--- src/hdl/swbs_pkg.sv ---
// package: constants and types of the setpoint waveform and battery sequencer
// assumes a 10 MHz system clock and a plain word-indexed register port
// Functional notes
// - rectangle drives offset plus amplitude for pulse, then offset for pause, repeating.
// - rectangle period is pulse interval plus pause interval.
// - each waveform interval programmable from ten microseconds to 36000 seconds.
// - trapezoid cycles rise, top hold, fall, base hold, then repeats.
// - rise and fall durations are programmed independently.
// - ramp moves linearly from start to end over up to 36000 seconds.
// - ramp runs once and then holds the end level.
// - static battery test uses constant current with power and optional resistance limits.
// - regulation mode follows the first limiting set value and is reported.
// - dynamic battery test pulses two currents, larger one taken as upper.
// - upper current for pulse interval, lower for pause interval, each programmable.
// - battery test stops when input voltage falls below the discharge threshold.
// - elapsed time compared against a maximum, triggering the time limit action.
// - consumed charge compared against a maximum, triggering the capacity limit action.
// - per limit action: none continues, signal flags and continues, stop ends.
// - threshold, limits and actions stored separately for static and dynamic mode.
// - counters for ampere-hours, watt-hours and elapsed time in h, min, s, ms.
// - an input-off alarm stops the battery test at once.
// - stopped test resumes with counters kept; counters clear on leaving context.
// - waveform modulates one of voltage or current; other set values stay constant.
// - enter stop halts waveform but keeps input on with static values.
// - static set values apply before the waveform starts and after it ends; a finished ramp keeps its end level instead.
package swbs_pkg;
  localparam int unsigned CLK_PERIOD_NS = 100;
  localparam int unsigned TICK_NS = 10_000;
  localparam int unsigned TICK_CYC = (TICK_NS + CLK_PERIOD_NS - 1) / CLK_PERIOD_NS;
  localparam int unsigned MS_NS = 1_000_000;
  localparam int unsigned MS_TICKS = MS_NS / TICK_NS;
  localparam int unsigned MS_PER_S = 1000;
  localparam int unsigned S_PER_MIN = 60;
  localparam int unsigned MIN_PER_H = 60;
  // register indices
  localparam logic [4:0] A_CTRL = 5'h00;
  localparam logic [4:0] A_FUNC = 5'h01;
  localparam logic [4:0] A_LEVEL_A = 5'h02;
  localparam logic [4:0] A_LEVEL_B = 5'h03;
  localparam logic [4:0] A_IVL_BASE = 5'h04;
  localparam logic [4:0] A_STAT_VOLT = 5'h08;
  localparam logic [4:0] A_STAT_CURR = 5'h09;
  localparam logic [4:0] A_STAT_POWER = 5'h0a;
  localparam logic [4:0] A_STAT_RES = 5'h0b;
  localparam logic [4:0] A_AH = 5'h0c;
  localparam logic [4:0] A_WH = 5'h0d;
  localparam logic [4:0] A_TIME = 5'h0e;
  localparam logic [4:0] A_SETVAL = 5'h0f;
  localparam logic [4:0] A_BAT_BASE = 5'h10;
  localparam logic [1:0] BF_THR = 2'h0;
  localparam logic [1:0] BF_TLIM = 2'h1;
  localparam logic [1:0] BF_CAP = 2'h2;
  localparam logic [1:0] BF_ACT = 2'h3;
  // control write bits and func fields
  localparam int unsigned CB_START = 0;
  localparam int unsigned CB_STOP = 1;
  localparam int unsigned CB_OFF = 2;
  localparam int unsigned CB_EXIT = 3;
  localparam int unsigned FB_TARGET_VOLT = 3;
  localparam int unsigned FB_RES_EN = 4;
  localparam logic [31:0] RST_WORD = 32'h0000_0000;
  typedef enum logic [2:0] {FN_RECT, FN_TRAP, FN_RAMP, FN_BAT_STATIC, FN_BAT_DYN} swbs_func_t;
  typedef enum logic [1:0] {ACT_NONE, ACT_SIGNAL, ACT_LIMIT_STOP} swbs_act_t;
  typedef enum logic [1:0] {
    RM_CONSTANT_CURRENT_REGULATION,
    RM_CONSTANT_POWER_REGULATION,
    RM_CONSTANT_RESISTANCE_REGULATION
  } swbs_regmode_t;
endpackage

--- src/hdl/swbs_sequencer.sv ---
// sequencer top: waveforms, battery test, counters and register port
// assumes synchronous measurement samples and one alarm level from the stage
`timescale 1ns/10ps
module swbs_sequencer
  import swbs_pkg::*;
#(
  parameter int SW = 16
) (
  input wire logic i_clock,
  input wire logic i_rstn,
  input wire logic [4:0] i_addr,
  input wire logic [31:0] i_wdata,
  input wire logic i_wr,
  input wire logic i_rd,
  output logic [31:0] o_rdata,
  input wire logic [SW-1:0] i_meas_volt,
  input wire logic [SW-1:0] i_meas_curr,
  input wire logic [SW-1:0] i_meas_power,
  input wire logic i_alarm,
  output logic [SW-1:0] o_volt_set,
  output logic [SW-1:0] o_curr_set,
  output logic [SW-1:0] o_power_set,
  output logic [SW-1:0] o_res_set,
  output logic o_res_enable,
  output logic o_input_on,
  output logic o_running,
  output logic [1:0] o_reg_mode,
  output logic o_limit_signal
);
  // ----------------------------------------
  // registers
  // ----------------------------------------
  logic [4:0] func_q;
  logic [SW-1:0] lvl_a_q, lvl_b_q, stat_v_q, stat_i_q, stat_p_q, stat_r_q;
  logic [31:0] ivl_q [4];
  logic [SW-1:0] bthr_q [2];
  logic [31:0] btlim_q [2];
  logic [31:0] bcap_q [2];
  logic [3:0] bact_q [2];
  logic running_q, input_on_q, hold_q, tick_q;
  logic [6:0] tick_cnt_q;
  logic [1:0] seg_q;
  logic [31:0] ivl_cnt_q;
  logic [SW-1:0] sv_q;
  logic [31:0] ah_q, wh_q, ms_total_q;
  logic [6:0] msub_q;
  logic [9:0] ms_q;
  logic [5:0] sec_q, min_q;
  logic [7:0] hr_q;
  swbs_regmode_t regmode_q;
  logic sig_t, stop_t, sig_c, stop_c;

  swbs_func_t fn;
  logic wr_ctrl, start, stop, off, exitc, kill, is_bat, bm, bat_run, bat_stop;
  logic start_ok, seg_end, wave_done, on_wave;
  logic [1:0] last_seg, nxt_seg;
  logic [31:0] cur_ivl;
  logic [SW-1:0] top, base, hi, lo;

  assign fn = swbs_func_t'(func_q[2:0]);
  assign wr_ctrl = i_wr && (i_addr == A_CTRL);
  assign start = wr_ctrl && i_wdata[CB_START];
  assign stop = wr_ctrl && i_wdata[CB_STOP];
  assign off = wr_ctrl && i_wdata[CB_OFF];
  assign exitc = wr_ctrl && i_wdata[CB_EXIT];
  assign kill = exitc || off || i_alarm;
  assign is_bat = (fn == FN_BAT_STATIC) || (fn == FN_BAT_DYN);
  assign bm = (fn == FN_BAT_DYN);
  assign bat_run = running_q && is_bat;
  assign bat_stop = bat_run && ((i_meas_volt < bthr_q[bm]) || stop_t || stop_c);
  assign start_ok = start && !running_q && !kill;
  assign top = SW'(lvl_a_q + lvl_b_q);
  assign base = lvl_b_q;
  assign hi = (lvl_a_q > lvl_b_q) ? lvl_a_q : lvl_b_q;
  assign lo = (lvl_a_q > lvl_b_q) ? lvl_b_q : lvl_a_q;
  assign last_seg = (fn == FN_TRAP) ? 2'h3 : ((fn == FN_RAMP) ? 2'h0 : 2'h1);
  assign nxt_seg = (seg_q == last_seg) ? 2'h0 : seg_q + 2'h1;
  assign cur_ivl = ivl_q[seg_q];
  // zero interval still lasts one tick
  assign seg_end = tick_q && ({1'b0, ivl_cnt_q} + 33'h1 >= {1'b0, cur_ivl});
  assign wave_done = running_q && seg_end && (fn == FN_RAMP);
  assign on_wave = (running_q || hold_q) && !is_bat;

  function automatic logic [SW-1:0] entry(input logic [1:0] s);
    case (fn)
      FN_RECT: entry = (s == 2'h0) ? top : base;
      FN_TRAP: entry = (s == 2'h1 || s == 2'h2) ? top : base;
      FN_RAMP: entry = lvl_a_q;
      FN_BAT_DYN: entry = (s == 2'h0) ? hi : lo;
      default: entry = stat_i_q;
    endcase
  endfunction

  // ----------------------------------------
  // register writes
  // ----------------------------------------
  always_ff @(posedge i_clock) begin
    if (!i_rstn) begin
      func_q <= 5'h00;
      lvl_a_q <= '0;
      lvl_b_q <= '0;
      stat_v_q <= '0;
      stat_i_q <= '0;
      stat_p_q <= '0;
      stat_r_q <= '0;
      for (int k = 0; k < 4; k++) begin
        ivl_q[k] <= RST_WORD;
      end
      for (int k = 0; k < 2; k++) begin
        bthr_q[k] <= '0;
        btlim_q[k] <= RST_WORD;
        bcap_q[k] <= RST_WORD;
        bact_q[k] <= 4'h0;
      end
    end else if (i_wr) begin
      case (i_addr)
        A_FUNC: func_q <= i_wdata[4:0];
        A_LEVEL_A: lvl_a_q <= i_wdata[SW-1:0];
        A_LEVEL_B: lvl_b_q <= i_wdata[SW-1:0];
        A_STAT_VOLT: stat_v_q <= i_wdata[SW-1:0];
        A_STAT_CURR: stat_i_q <= i_wdata[SW-1:0];
        A_STAT_POWER: stat_p_q <= i_wdata[SW-1:0];
        A_STAT_RES: stat_r_q <= i_wdata[SW-1:0];
        default: begin
          if (i_addr[4:2] == 3'h1) begin
            ivl_q[i_addr[1:0]] <= i_wdata;
          end else if (i_addr[4:3] == 2'h2) begin
            case (i_addr[1:0])
              BF_THR: bthr_q[i_addr[2]] <= i_wdata[SW-1:0];
              BF_TLIM: btlim_q[i_addr[2]] <= i_wdata;
              BF_CAP: bcap_q[i_addr[2]] <= i_wdata;
              default: bact_q[i_addr[2]] <= i_wdata[3:0];
            endcase
          end
        end
      endcase
    end
  end

  // ----------------------------------------
  // run control
  // ----------------------------------------
  always_ff @(posedge i_clock) begin
    if (!i_rstn) begin
      running_q <= 1'b0;
      input_on_q <= 1'b0;
      hold_q <= 1'b0;
    end else if (kill) begin
      running_q <= 1'b0;
      input_on_q <= 1'b0;
      hold_q <= 1'b0;
    end else if (bat_stop) begin
      running_q <= 1'b0;
      input_on_q <= 1'b0;
    end else if (stop) begin
      running_q <= 1'b0;
      hold_q <= 1'b0;
    end else if (start_ok) begin
      running_q <= 1'b1;
      input_on_q <= 1'b1;
      hold_q <= 1'b0;
    end else if (wave_done) begin
      running_q <= 1'b0;
      hold_q <= 1'b1;
    end
  end

  always_ff @(posedge i_clock) begin
    if (!i_rstn) begin
      tick_cnt_q <= 7'h00;
      tick_q <= 1'b0;
    end else if (start_ok) begin
      // restart the timebase so the first interval is a full one
      tick_cnt_q <= 7'h01;
      tick_q <= 1'b0;
    end else begin
      tick_q <= (tick_cnt_q == 7'(TICK_CYC - 1));
      tick_cnt_q <= (tick_cnt_q == 7'(TICK_CYC - 1)) ? 7'h00 : tick_cnt_q + 7'h01;
    end
  end

  // ----------------------------------------
  // waveform engine
  // ----------------------------------------
  always_ff @(posedge i_clock) begin
    if (!i_rstn) begin
      seg_q <= 2'h0;
      ivl_cnt_q <= RST_WORD;
      sv_q <= '0;
    end else if (start_ok) begin
      seg_q <= 2'h0;
      ivl_cnt_q <= RST_WORD;
      sv_q <= entry(2'h0);
    end else if (running_q && tick_q && fn != FN_BAT_STATIC) begin
      if (seg_end) begin
        ivl_cnt_q <= RST_WORD;
        seg_q <= nxt_seg;
        sv_q <= (fn == FN_RAMP) ? lvl_b_q : entry(nxt_seg);
      end else begin
        ivl_cnt_q <= ivl_cnt_q + 32'h1;
        if (fn == FN_TRAP && seg_q == 2'h0 && sv_q < top) begin
          sv_q <= sv_q + SW'(1);
        end else if (fn == FN_TRAP && seg_q == 2'h2 && sv_q > base) begin
          sv_q <= sv_q - SW'(1);
        end else if (fn == FN_RAMP && sv_q < lvl_b_q) begin
          sv_q <= sv_q + SW'(1);
        end else if (fn == FN_RAMP && sv_q > lvl_b_q) begin
          sv_q <= sv_q - SW'(1);
        end
      end
    end
  end

  // ----------------------------------------
  // battery counters
  // ----------------------------------------
  always_ff @(posedge i_clock) begin
    if (!i_rstn || exitc) begin
      ah_q <= RST_WORD;
      wh_q <= RST_WORD;
      ms_total_q <= RST_WORD;
      msub_q <= 7'h00;
      ms_q <= 10'h000;
      sec_q <= 6'h00;
      min_q <= 6'h00;
      hr_q <= 8'h00;
    end else if (bat_run && tick_q) begin
      ah_q <= ah_q + 32'(i_meas_curr);
      wh_q <= wh_q + 32'(i_meas_power);
      msub_q <= (msub_q == 7'(MS_TICKS - 1)) ? 7'h00 : msub_q + 7'h01;
      if (msub_q == 7'(MS_TICKS - 1)) begin
        ms_total_q <= ms_total_q + 32'h1;
        ms_q <= (ms_q == 10'(MS_PER_S - 1)) ? 10'h000 : ms_q + 10'h001;
        if (ms_q == 10'(MS_PER_S - 1)) begin
          sec_q <= (sec_q == 6'(S_PER_MIN - 1)) ? 6'h00 : sec_q + 6'h01;
          if (sec_q == 6'(S_PER_MIN - 1)) begin
            min_q <= (min_q == 6'(MIN_PER_H - 1)) ? 6'h00 : min_q + 6'h01;
            if (min_q == 6'(MIN_PER_H - 1)) begin
              hr_q <= hr_q + 8'h01;
            end
          end
        end
      end
    end
  end

  swbs_limit u_time_limit (
    .i_clock(i_clock),
    .i_rstn(i_rstn),
    .i_run(bat_run),
    .i_clear(exitc),
    .i_value(ms_total_q),
    .i_limit(btlim_q[bm]),
    .i_action(bact_q[bm][1:0]),
    .o_flag(sig_t),
    .o_stop(stop_t)
  );

  swbs_limit u_cap_limit (
    .i_clock(i_clock),
    .i_rstn(i_rstn),
    .i_run(bat_run),
    .i_clear(exitc),
    .i_value(ah_q),
    .i_limit(bcap_q[bm]),
    .i_action(bact_q[bm][3:2]),
    .o_flag(sig_c),
    .o_stop(stop_c)
  );

  // ----------------------------------------
  // set value outputs
  // ----------------------------------------
  always_ff @(posedge i_clock) begin
    if (!i_rstn) begin
      o_volt_set <= '0;
      o_curr_set <= '0;
      o_power_set <= '0;
      o_res_set <= '0;
      o_res_enable <= 1'b0;
    end else begin
      o_power_set <= stat_p_q;
      o_res_set <= stat_r_q;
      // resistance limit only in static test
      o_res_enable <= func_q[FB_RES_EN] && (fn == FN_BAT_STATIC);
      o_volt_set <= (on_wave && func_q[FB_TARGET_VOLT]) ? sv_q : stat_v_q;
      if (on_wave && !func_q[FB_TARGET_VOLT]) begin
        o_curr_set <= sv_q;
      end else if (running_q && fn == FN_BAT_DYN) begin
        o_curr_set <= sv_q;
      end else begin
        o_curr_set <= stat_i_q;
      end
    end
  end

  always_ff @(posedge i_clock) begin
    if (!i_rstn) begin
      regmode_q <= RM_CONSTANT_CURRENT_REGULATION;
    end else if (i_meas_curr >= o_curr_set) begin
      regmode_q <= RM_CONSTANT_CURRENT_REGULATION;
    end else if (i_meas_power >= o_power_set) begin
      regmode_q <= RM_CONSTANT_POWER_REGULATION;
    end else if (o_res_enable) begin
      regmode_q <= RM_CONSTANT_RESISTANCE_REGULATION;
    end else begin
      regmode_q <= RM_CONSTANT_CURRENT_REGULATION;
    end
  end

  assign o_input_on = input_on_q;
  assign o_running = running_q;
  assign o_reg_mode = regmode_q;

  always_ff @(posedge i_clock) begin
    if (!i_rstn) begin
      o_limit_signal <= 1'b0;
      o_rdata <= RST_WORD;
    end else begin
      o_limit_signal <= sig_t || sig_c;
      if (i_rd) begin
        case (i_addr)
          A_CTRL: o_rdata <= {26'h0, regmode_q, o_limit_signal, hold_q, input_on_q, running_q};
          A_FUNC: o_rdata <= {27'h0, func_q};
          A_LEVEL_A: o_rdata <= 32'(lvl_a_q);
          A_LEVEL_B: o_rdata <= 32'(lvl_b_q);
          A_STAT_VOLT: o_rdata <= 32'(stat_v_q);
          A_STAT_CURR: o_rdata <= 32'(stat_i_q);
          A_STAT_POWER: o_rdata <= 32'(stat_p_q);
          A_STAT_RES: o_rdata <= 32'(stat_r_q);
          A_AH: o_rdata <= ah_q;
          A_WH: o_rdata <= wh_q;
          A_TIME: o_rdata <= {2'h0, hr_q, min_q, sec_q, ms_q};
          A_SETVAL: o_rdata <= 32'(sv_q);
          default: begin
            if (i_addr[4:2] == 3'h1) begin
              o_rdata <= ivl_q[i_addr[1:0]];
            end else if (i_addr[4:3] != 2'h2) begin
              o_rdata <= RST_WORD;
            end else begin
              case (i_addr[1:0])
                BF_THR: o_rdata <= 32'(bthr_q[i_addr[2]]);
                BF_TLIM: o_rdata <= btlim_q[i_addr[2]];
                BF_CAP: o_rdata <= bcap_q[i_addr[2]];
                default: o_rdata <= {28'h0, bact_q[i_addr[2]]};
              endcase
            end
          end
        endcase
      end else begin
        o_rdata <= RST_WORD;
      end
    end
  end
endmodule // swbs_sequencer

--- src/hdl/swbs_limit.sv ---
// limit watcher: compares a running count against a maximum
// assumes value and limit in the same unit; a limit of zero is off
`timescale 1ns/10ps
module swbs_limit
  import swbs_pkg::*;
(
  input wire logic i_clock,
  input wire logic i_rstn,
  input wire logic i_run,
  input wire logic i_clear,
  input wire logic [31:0] i_value,
  input wire logic [31:0] i_limit,
  input wire logic [1:0] i_action,
  output logic o_flag,
  output logic o_stop
);
  logic hit_q;
  logic hit;
  assign hit = i_run && (i_limit != RST_WORD) && (i_value >= i_limit);

  // sticky reach, set wins over clear
  always_ff @(posedge i_clock) begin
    if (!i_rstn) begin
      hit_q <= 1'b0;
    end else if (hit) begin
      hit_q <= 1'b1;
    end else if (i_clear) begin
      hit_q <= 1'b0;
    end
  end

  always_ff @(posedge i_clock) begin
    if (!i_rstn) begin
      o_flag <= 1'b0;
      o_stop <= 1'b0;
    end else begin
      o_stop <= hit && !hit_q && (i_action == ACT_LIMIT_STOP);
      if (hit && !hit_q && (i_action != ACT_NONE)) begin
        o_flag <= 1'b1;
      end else if (i_clear) begin
        o_flag <= 1'b0;
      end
    end
  end
endmodule // swbs_limit

--- config.mk ---
export PLATFORM = sky130hd
export DESIGN_NAME = swbs_sequencer
export DESIGN_NICKNAME = d
export VERILOG_FILES = /design/src/hdl/swbs_pkg.sv /design/src/hdl/swbs_sequencer.sv /design/src/hdl/swbs_limit.sv
export SDC_FILE = /design/constraint.sdc
export NUM_CORES = 2
export LEC_CHECK = 0
export ABC_AREA = 1
export BUFFER_PORTS_ARGS = -buffer_cell sky130_fd_sc_hd__buf_2
export CAP_MARGIN = 20
export CORE_MARGIN = 1
export CORE_UTILIZATION = 45
export DETAILED_ROUTE_END_ITERATION = 16
export PLACE_DENSITY_LB_ADDON = 0.15
export SETUP_SLACK_MARGIN = 0.05
export SLEW_MARGIN = 20
export SYNTH_ARGS = -nofsm -noshare
export SYNTH_HDL_FRONTEND = slang
export SYNTH_SLANG_ARGS = --single-unit
--- constraint.sdc ---
create_clock -name i_clock -period 4 [get_ports i_clock]
set_input_delay 0.6 -clock i_clock [delete_from_list [all_inputs] [get_ports i_clock]]
set_output_delay 0.6 -clock i_clock [all_outputs]
set_load 0.005 [all_outputs]
Word level (Yosys, flattened, before mapping):

Memories as Yosys holds them, arrays and structs flattened. A register that Yosys moved wholly into a read port is not among the register bits.
Index checks and enable logic that the tools add are counted.

* register bits: 401
* latch bits: 0
* bits in writable memories: 296
* ROM bits: 0
* output and inout bits: 102
* logic and storage cells: 298
* memories kept: 5

* add/subtract/negate cells: 15
* multipliers: 0
* div/mod/pow operators: 0
* magnitude comparators: 10
* equality and inequality tests: 32
* shift-type cells: 0
* muxes and demuxes: 95
* bitwise operators: 3
* reduce and logical (&&, ||, !) cells: 99

Memory list
* ivl_q: words 4, width 32, read ports 2, clocked after Yosys merged registers in 1, write ports 4, RTL line swbs_sequencer.sv:35 `logic [31:0] ivl_q [4];`
* bcap_q: words 2, width 32, read ports 2, clocked after Yosys merged registers in 0, write ports 2, RTL line swbs_sequencer.sv:38 `logic [31:0] bcap_q [2];`
* btlim_q: words 2, width 32, read ports 2, clocked after Yosys merged registers in 0, write ports 2, RTL line swbs_sequencer.sv:37 `logic [31:0] btlim_q [2];`
* bthr_q: words 2, width 16, read ports 2, clocked after Yosys merged registers in 0, write ports 2, RTL line swbs_sequencer.sv:36 `logic [SW-1:0] bthr_q [2];`
* bact_q: words 2, width 4, read ports 2, clocked after Yosys merged registers in 0, write ports 2, RTL line swbs_sequencer.sv:39 `logic [3:0] bact_q [2];`

Operator list (number)
* 32-bit case mux with 12 select lines: 1
* 16-bit two-way mux: 17
* 32-bit two-way mux: 6
* 32-bit case mux with 3 select lines: 1
* 32-bit OR reduction: 3
* 32-bit by 1-bit adder with 32-bit output (second input constant): 2
* 32-bit by 16-bit adder with 32-bit output: 2
* 32-bit greater-or-equal comparator: 2
* 16-bit case mux with 4 select lines: 1
* 32-bit nonzero test: 2
* 1-bit two-way mux: 57
* 16-bit less-than comparator: 3
* 16-bit case mux with 3 select lines: 1
* 5-bit by 4-bit equality test with 1-bit output (second input constant): 8
* 1-bit logical AND: 36
* 32-bit by 1-bit adder with 33-bit output (second input constant): 1
* 33-bit by 32-bit greater-or-equal comparator with 1-bit output: 1
* 16-bit greater-or-equal comparator: 2
* 16-bit greater-than comparator: 2
* 2-bit AND reduction: 13
* 16-bit by 1-bit adder with 16-bit output (second input constant): 1
* 16-bit adder: 1
* 2-bit nonzero test: 8
* 16-bit OR reduction: 1
* other kinds (39): 82

Depth between registers and ports, before layout:

* depth in word-level cells: 13
* depth in mapped cells: 28
* gate-level depth less buffers: 28

Hierarchy:

Synthesis repeated with hierarchy kept, for this count alone.

* cell total of the unflattened synthesis: 5607
* area, all modules: 41667.5 um^2

By module, submodules not included
* swbs_sequencer: instances 1, cells each 5261, area an instance 39510.4 um^2, sequential area each 16836.1 um^2
* swbs_limit: instances 2, cells each 173, area an instance 1078.5 um^2, sequential area each 60.1 um^2

Worst setup path after synthesis:

OpenSTA, ideal clock, no wires.

* path kind: input -> register
* start: input i_addr[2]
* end: memory ivl_q[3][0], enable pin
* library setup time: 466 ps
* arrival time: 3283 ps
* slack: 251 ps
* stages on the path: 6
* cells stage by stage: inv_1 nor2_1 inv_1 nor2_1 nand2_1 o21ai_0

RTL lines
* from (decl): RTL line swbs_sequencer.sv:11 `input wire logic [4:0] i_addr,`
* to (decl): RTL line swbs_sequencer.sv:35

Final worst setup path:

* start: register ivl_cnt_q[1]
* end: register sv_q[0]

* word-level cells in the longest chain between the ends: 6

Ends and longest elaborated chain
* from (decl): RTL line swbs_sequencer.sv:43 `logic [31:0] ivl_cnt_q;`
* from (signal assigned): RTL line swbs_sequencer.sv:200 `ivl_cnt_q <= ivl_cnt_q + 32'h1;`
* 32-bit by 1-bit adder with 33-bit output *: RTL line swbs_sequencer.sv:80 `assign seg_end = tick_q && ({1'b0, ivl_cnt_q} + 33'h1 >= {1'b0, cur_ivl});`
* 33-bit by 32-bit greater-or-equal comparator with 1-bit output *: RTL line swbs_sequencer.sv:80
* 1-bit logical AND *: RTL line swbs_sequencer.sv:80
* 16-bit two-way mux: RTL line swbs_sequencer.sv:195 `if (seg_end) begin`
* 16-bit two-way mux: RTL line swbs_sequencer.sv:194 `end else if (running_q && tick_q && fn != FN_BAT_STATIC) begin`
* 16-bit two-way mux: RTL line swbs_sequencer.sv:190 `end else if (start_ok) begin`
* to (signal assigned): RTL line swbs_sequencer.sv:193 `sv_q <= entry(2'h0);`
* to (signal assigned): RTL line swbs_sequencer.sv:198 `sv_q <= (fn == FN_RAMP) ? lvl_b_q : entry(nxt_seg);`
* to (signal assigned): RTL line swbs_sequencer.sv:202 `sv_q <= sv_q + SW'(1);`
* to (decl): RTL line swbs_sequencer.sv:44 `logic [SW-1:0] sv_q;`

Mark *: on every way between the ends. The rest lies on a longest branch, timed or not. The select of a mux whose other input is x is not followed.
A chain may end at the register's enable or synchronous reset.

==> reports/qor.txt <==
Status = finished clean
GRT Util Overall = 33.9%
Clock root buffer = clkbuf_16
Final ANT Viol Nets = 0
Sw power = 4.55 mW
Crit path to = sv_q[0]
Number of max-cap violations = 0
Post-route DRC violation count = 0
Peak VDD IR = 0.303 mV
Primary FF master, synth = dfxtp_1
Die area = 0.0929 mm2
Wire per inst = 23.4 um
CP Data Required Time = 4.57 ns
Nets@finish = 6022
First-pass GRT wire length = 237000 um
Setup TNS = 0 ns
Initial antenna violation count = 6
Synth area leaders = edfxtp_1 22%, dfxtp_1 20%, nand2_1 9.0%
Post-synth EDFFs = 296
CP Launch Type = flip-flop
Reg-to-reg slack, setup = 0.23 ns
Final min period = 3.77 ns
Critical path data arrival time = 4.34 ns
Register area share after synthesis = 41.1%
RR Startpoint = ivl_cnt_q[1]
Crit path max fanout = 6
Total grt overflow = 0
Clock Power Share = 46.7%
Synth unique cells = 66
Actual slew at the worst max-slew pin = 1.01 ns
Asr flop ratio synth = 0%
Syn nets = 5781
Logic gate share of total power = 8.9%
Total Routed Length = 162000 um
Clock Latency Late Sink = 0.67 ns
Final Util = 52.8%
Post-route clock period utilization = 94.3%
First DRT Iteration DRCs = 5019
GPL Wtd Cong = 0.976
Pin count of the biggest net entering global routing = 90
CTS Hold Bufs = 0
Clock Skews = 0.0446 ns
Worst-path clk slew = 0.06 ns
Die H = 305 um
Area growth, synth to finish = 15.6%
Synth top area share = 21.5%
Yosys top cell by area = edfxtp_1
Synthesized flop and latch total = 699
Syn Std Cell Area = 0.0413 mm2
Average vias per placed instance = 5.86
CTS tree = yes
Seq pwr share = 44.5%
Max frequency = 265 MHz
Mapped Cells = 5438
DRT Pass-1 Iters = 6
PortBufs = 191
Vias in the first global route = 36900
Internal cell power = 12.8 mW
# clock sinks = 699
Critical path endpoint category = flip-flop
H-Tree Depth = 3
CTS buffer count = 82
Critical path class = flip-flop to flip-flop
Worst rel slew slack = 32.1%
Hold Vio Cnt, Final = 0
RSZ-0062 raised after global routing = true
Synth Warn # = 0
Initial core utilization = 45.6%
# setup viols final = 0
Max Slew Vio Count = 0
Worst setup path start = ivl_cnt_q[1]
Avg Cell Area, Syn = 7.59 um2
Top-Level Pins = 192
Std cell rows = 110
Sw frac = 26.2%
FF-to-FF path depth = 24
PD cells = 364 mW/mm2
Die W = 305 um
P_leak = 20.4 nW
Share of layout cells above drive strength 1 = 11.7%
Core footprint = 0.0904 mm2
Detailed Place HPWL = 120000 um
Worst hold path type = primary input to flip-flop
Routed vias = 40600
Clock tree buffer depth = 3
Worst reg2reg path endpoint = sv_q[0]
[cell usage after synthesis (36+ instances only)]
master / instances
o211ai_1: 36
nor2_1: 656
nand3_1: 230
a221oi_1: 41
ha_1: 250
edfxtp_1: 296
a21oi_1: 532
o21ai_0: 505
o22ai_1: 52
dfxtp_1: 403
clkbuf_1: 187
xor2_1: 70
nor3_1: 88
nand2_1: 991
nand4_1: 94
inv_1: 592
[cell families after synthesis]
group	share of synthesized area [%]
buffers and inverters	8.06
DFF	41.1
adders and majority gates	7.72
and+or+nand+nor	22.8
AOI/OAI and AO/OA	17.8
xor gates and xnor gates	2.16
muxes	0.340
[layout make-up]
class	count	area, um2
diodes	4	10.0
clock buffers	111	2360
inverters	623	2340
well taps	1176	1470
multi-input cells	3872	21300
flip-flops and latches	699	17000
repair buffers	401	2760
clock inverters	39	524
fillers	8749	42700
[repair_timing]
action                                  in CTS  in global routing
buffers inserted                             0                  6
gates resized for setup                      0                 61
endpoints found under the setup margin       0                 51
[cells in the final DEF (no fill, tap or decap), drive strengths merged, types with 17 or more instances in the layout]
master  count
nand2    1001
nor2      675
inv       605
a21oi     532
o21ai     511
dfxtp     403
buf       398
edfxtp    296
ha        250
nand3     234
clkbuf    114
nand4     100
nor3       99
xor2       70
o22ai      52
clkinv     43
a221oi     41
o211ai     36
nor4       36
xnor2      32
a22oi      27
a211oi     17
[metal layers]
metal  share of wire, %  GRT usage [%]  vias up
li1                   -              -    19000
met1                 42           47.8    19200
met2                 42           50.5     2066
met3                 11           5.83      326
met4                4.7           15.3        6
met5              0.022              0        -
[worst min path at each step]
stage                 startpoint             to  slack (ns)  cells past startpoint
detailed placement  stat_r_q[10]  o_res_set[10]        0.42                      2
CTS                  i_wdata[13]   stat_r_q[13]        0.26                      3
global route         i_wdata[13]   stat_r_q[13]        0.29                      3
floorplan           stat_r_q[10]  o_res_set[10]        0.41                      2
global placement    stat_r_q[10]  o_res_set[10]        0.42                      2
finish               i_wdata[13]   stat_r_q[13]        0.29                      3
[power groups by stage]
stage	combinational [mW]	sequential, mW	clock (mW)
final	1.54	7.71	8.10
after CTS	1.49	7.71	8.14
after global routing	1.63	7.73	8.44
after detailed placement	1.48	7.87	0
after floorplan	0.816	7.84	0
after global placement	1.47	7.86	0
[worst max-delay path: stages, from the launching register on]
cell      delay [ns]
dfxtp_2         0.36
ha_4            0.16
nand2_4         0.06
nor2_4          0.12
nand3_2         0.10
or3_4           0.43
nor4_4          0.30
buf_4           0.18
nand2_2         0.05
xor2_1          0.16
inv_2           0.07
ha_4            0.28
nand2_2         0.05
nor2_2          0.09
nand4_1         0.12
nor2_2          0.16
nand3b_1        0.16
nand4_4         0.13
nand2_4         0.10
nand3_4         0.13
nand2_4         0.09
buf_6           0.17
nand2_2         0.05
nand2_1         0.05
a21oi_1         0.14
[flip-flops by register name (all words and copies together), names as in the netlist, 32 cells and up, named ones only]
| name | count |
|---|---|
| ah_q | 32 |
| bthr_q | 32 |
| ivl_q | 128 |
| bcap_q | 64 |
| btlim_q | 64 |
| o_rdata | 32 |
| wh_q | 32 |
| ivl_cnt_q | 32 |
| ms_total_q | 32 |
[metrics by stage]
step	hold WS, ns	area [um2]	setup WS [ns]	power, mW	instances
5_1_grt	0.294	47700	-0.00875	17.8	6922
6_report	0.286	47700	0.227	17.4	6925
4_1_cts	0.259	47300	0.0931	17.3	6911
2_1_floorplan	0.407	41300	0.251	8.66	5438
3_3_place_gp	0.419	44400	0.185	9.33	6761
3_5_place_dp	0.418	44400	0.110	9.34	6761
Note: power is estimated with default switching activity, not from simulation.
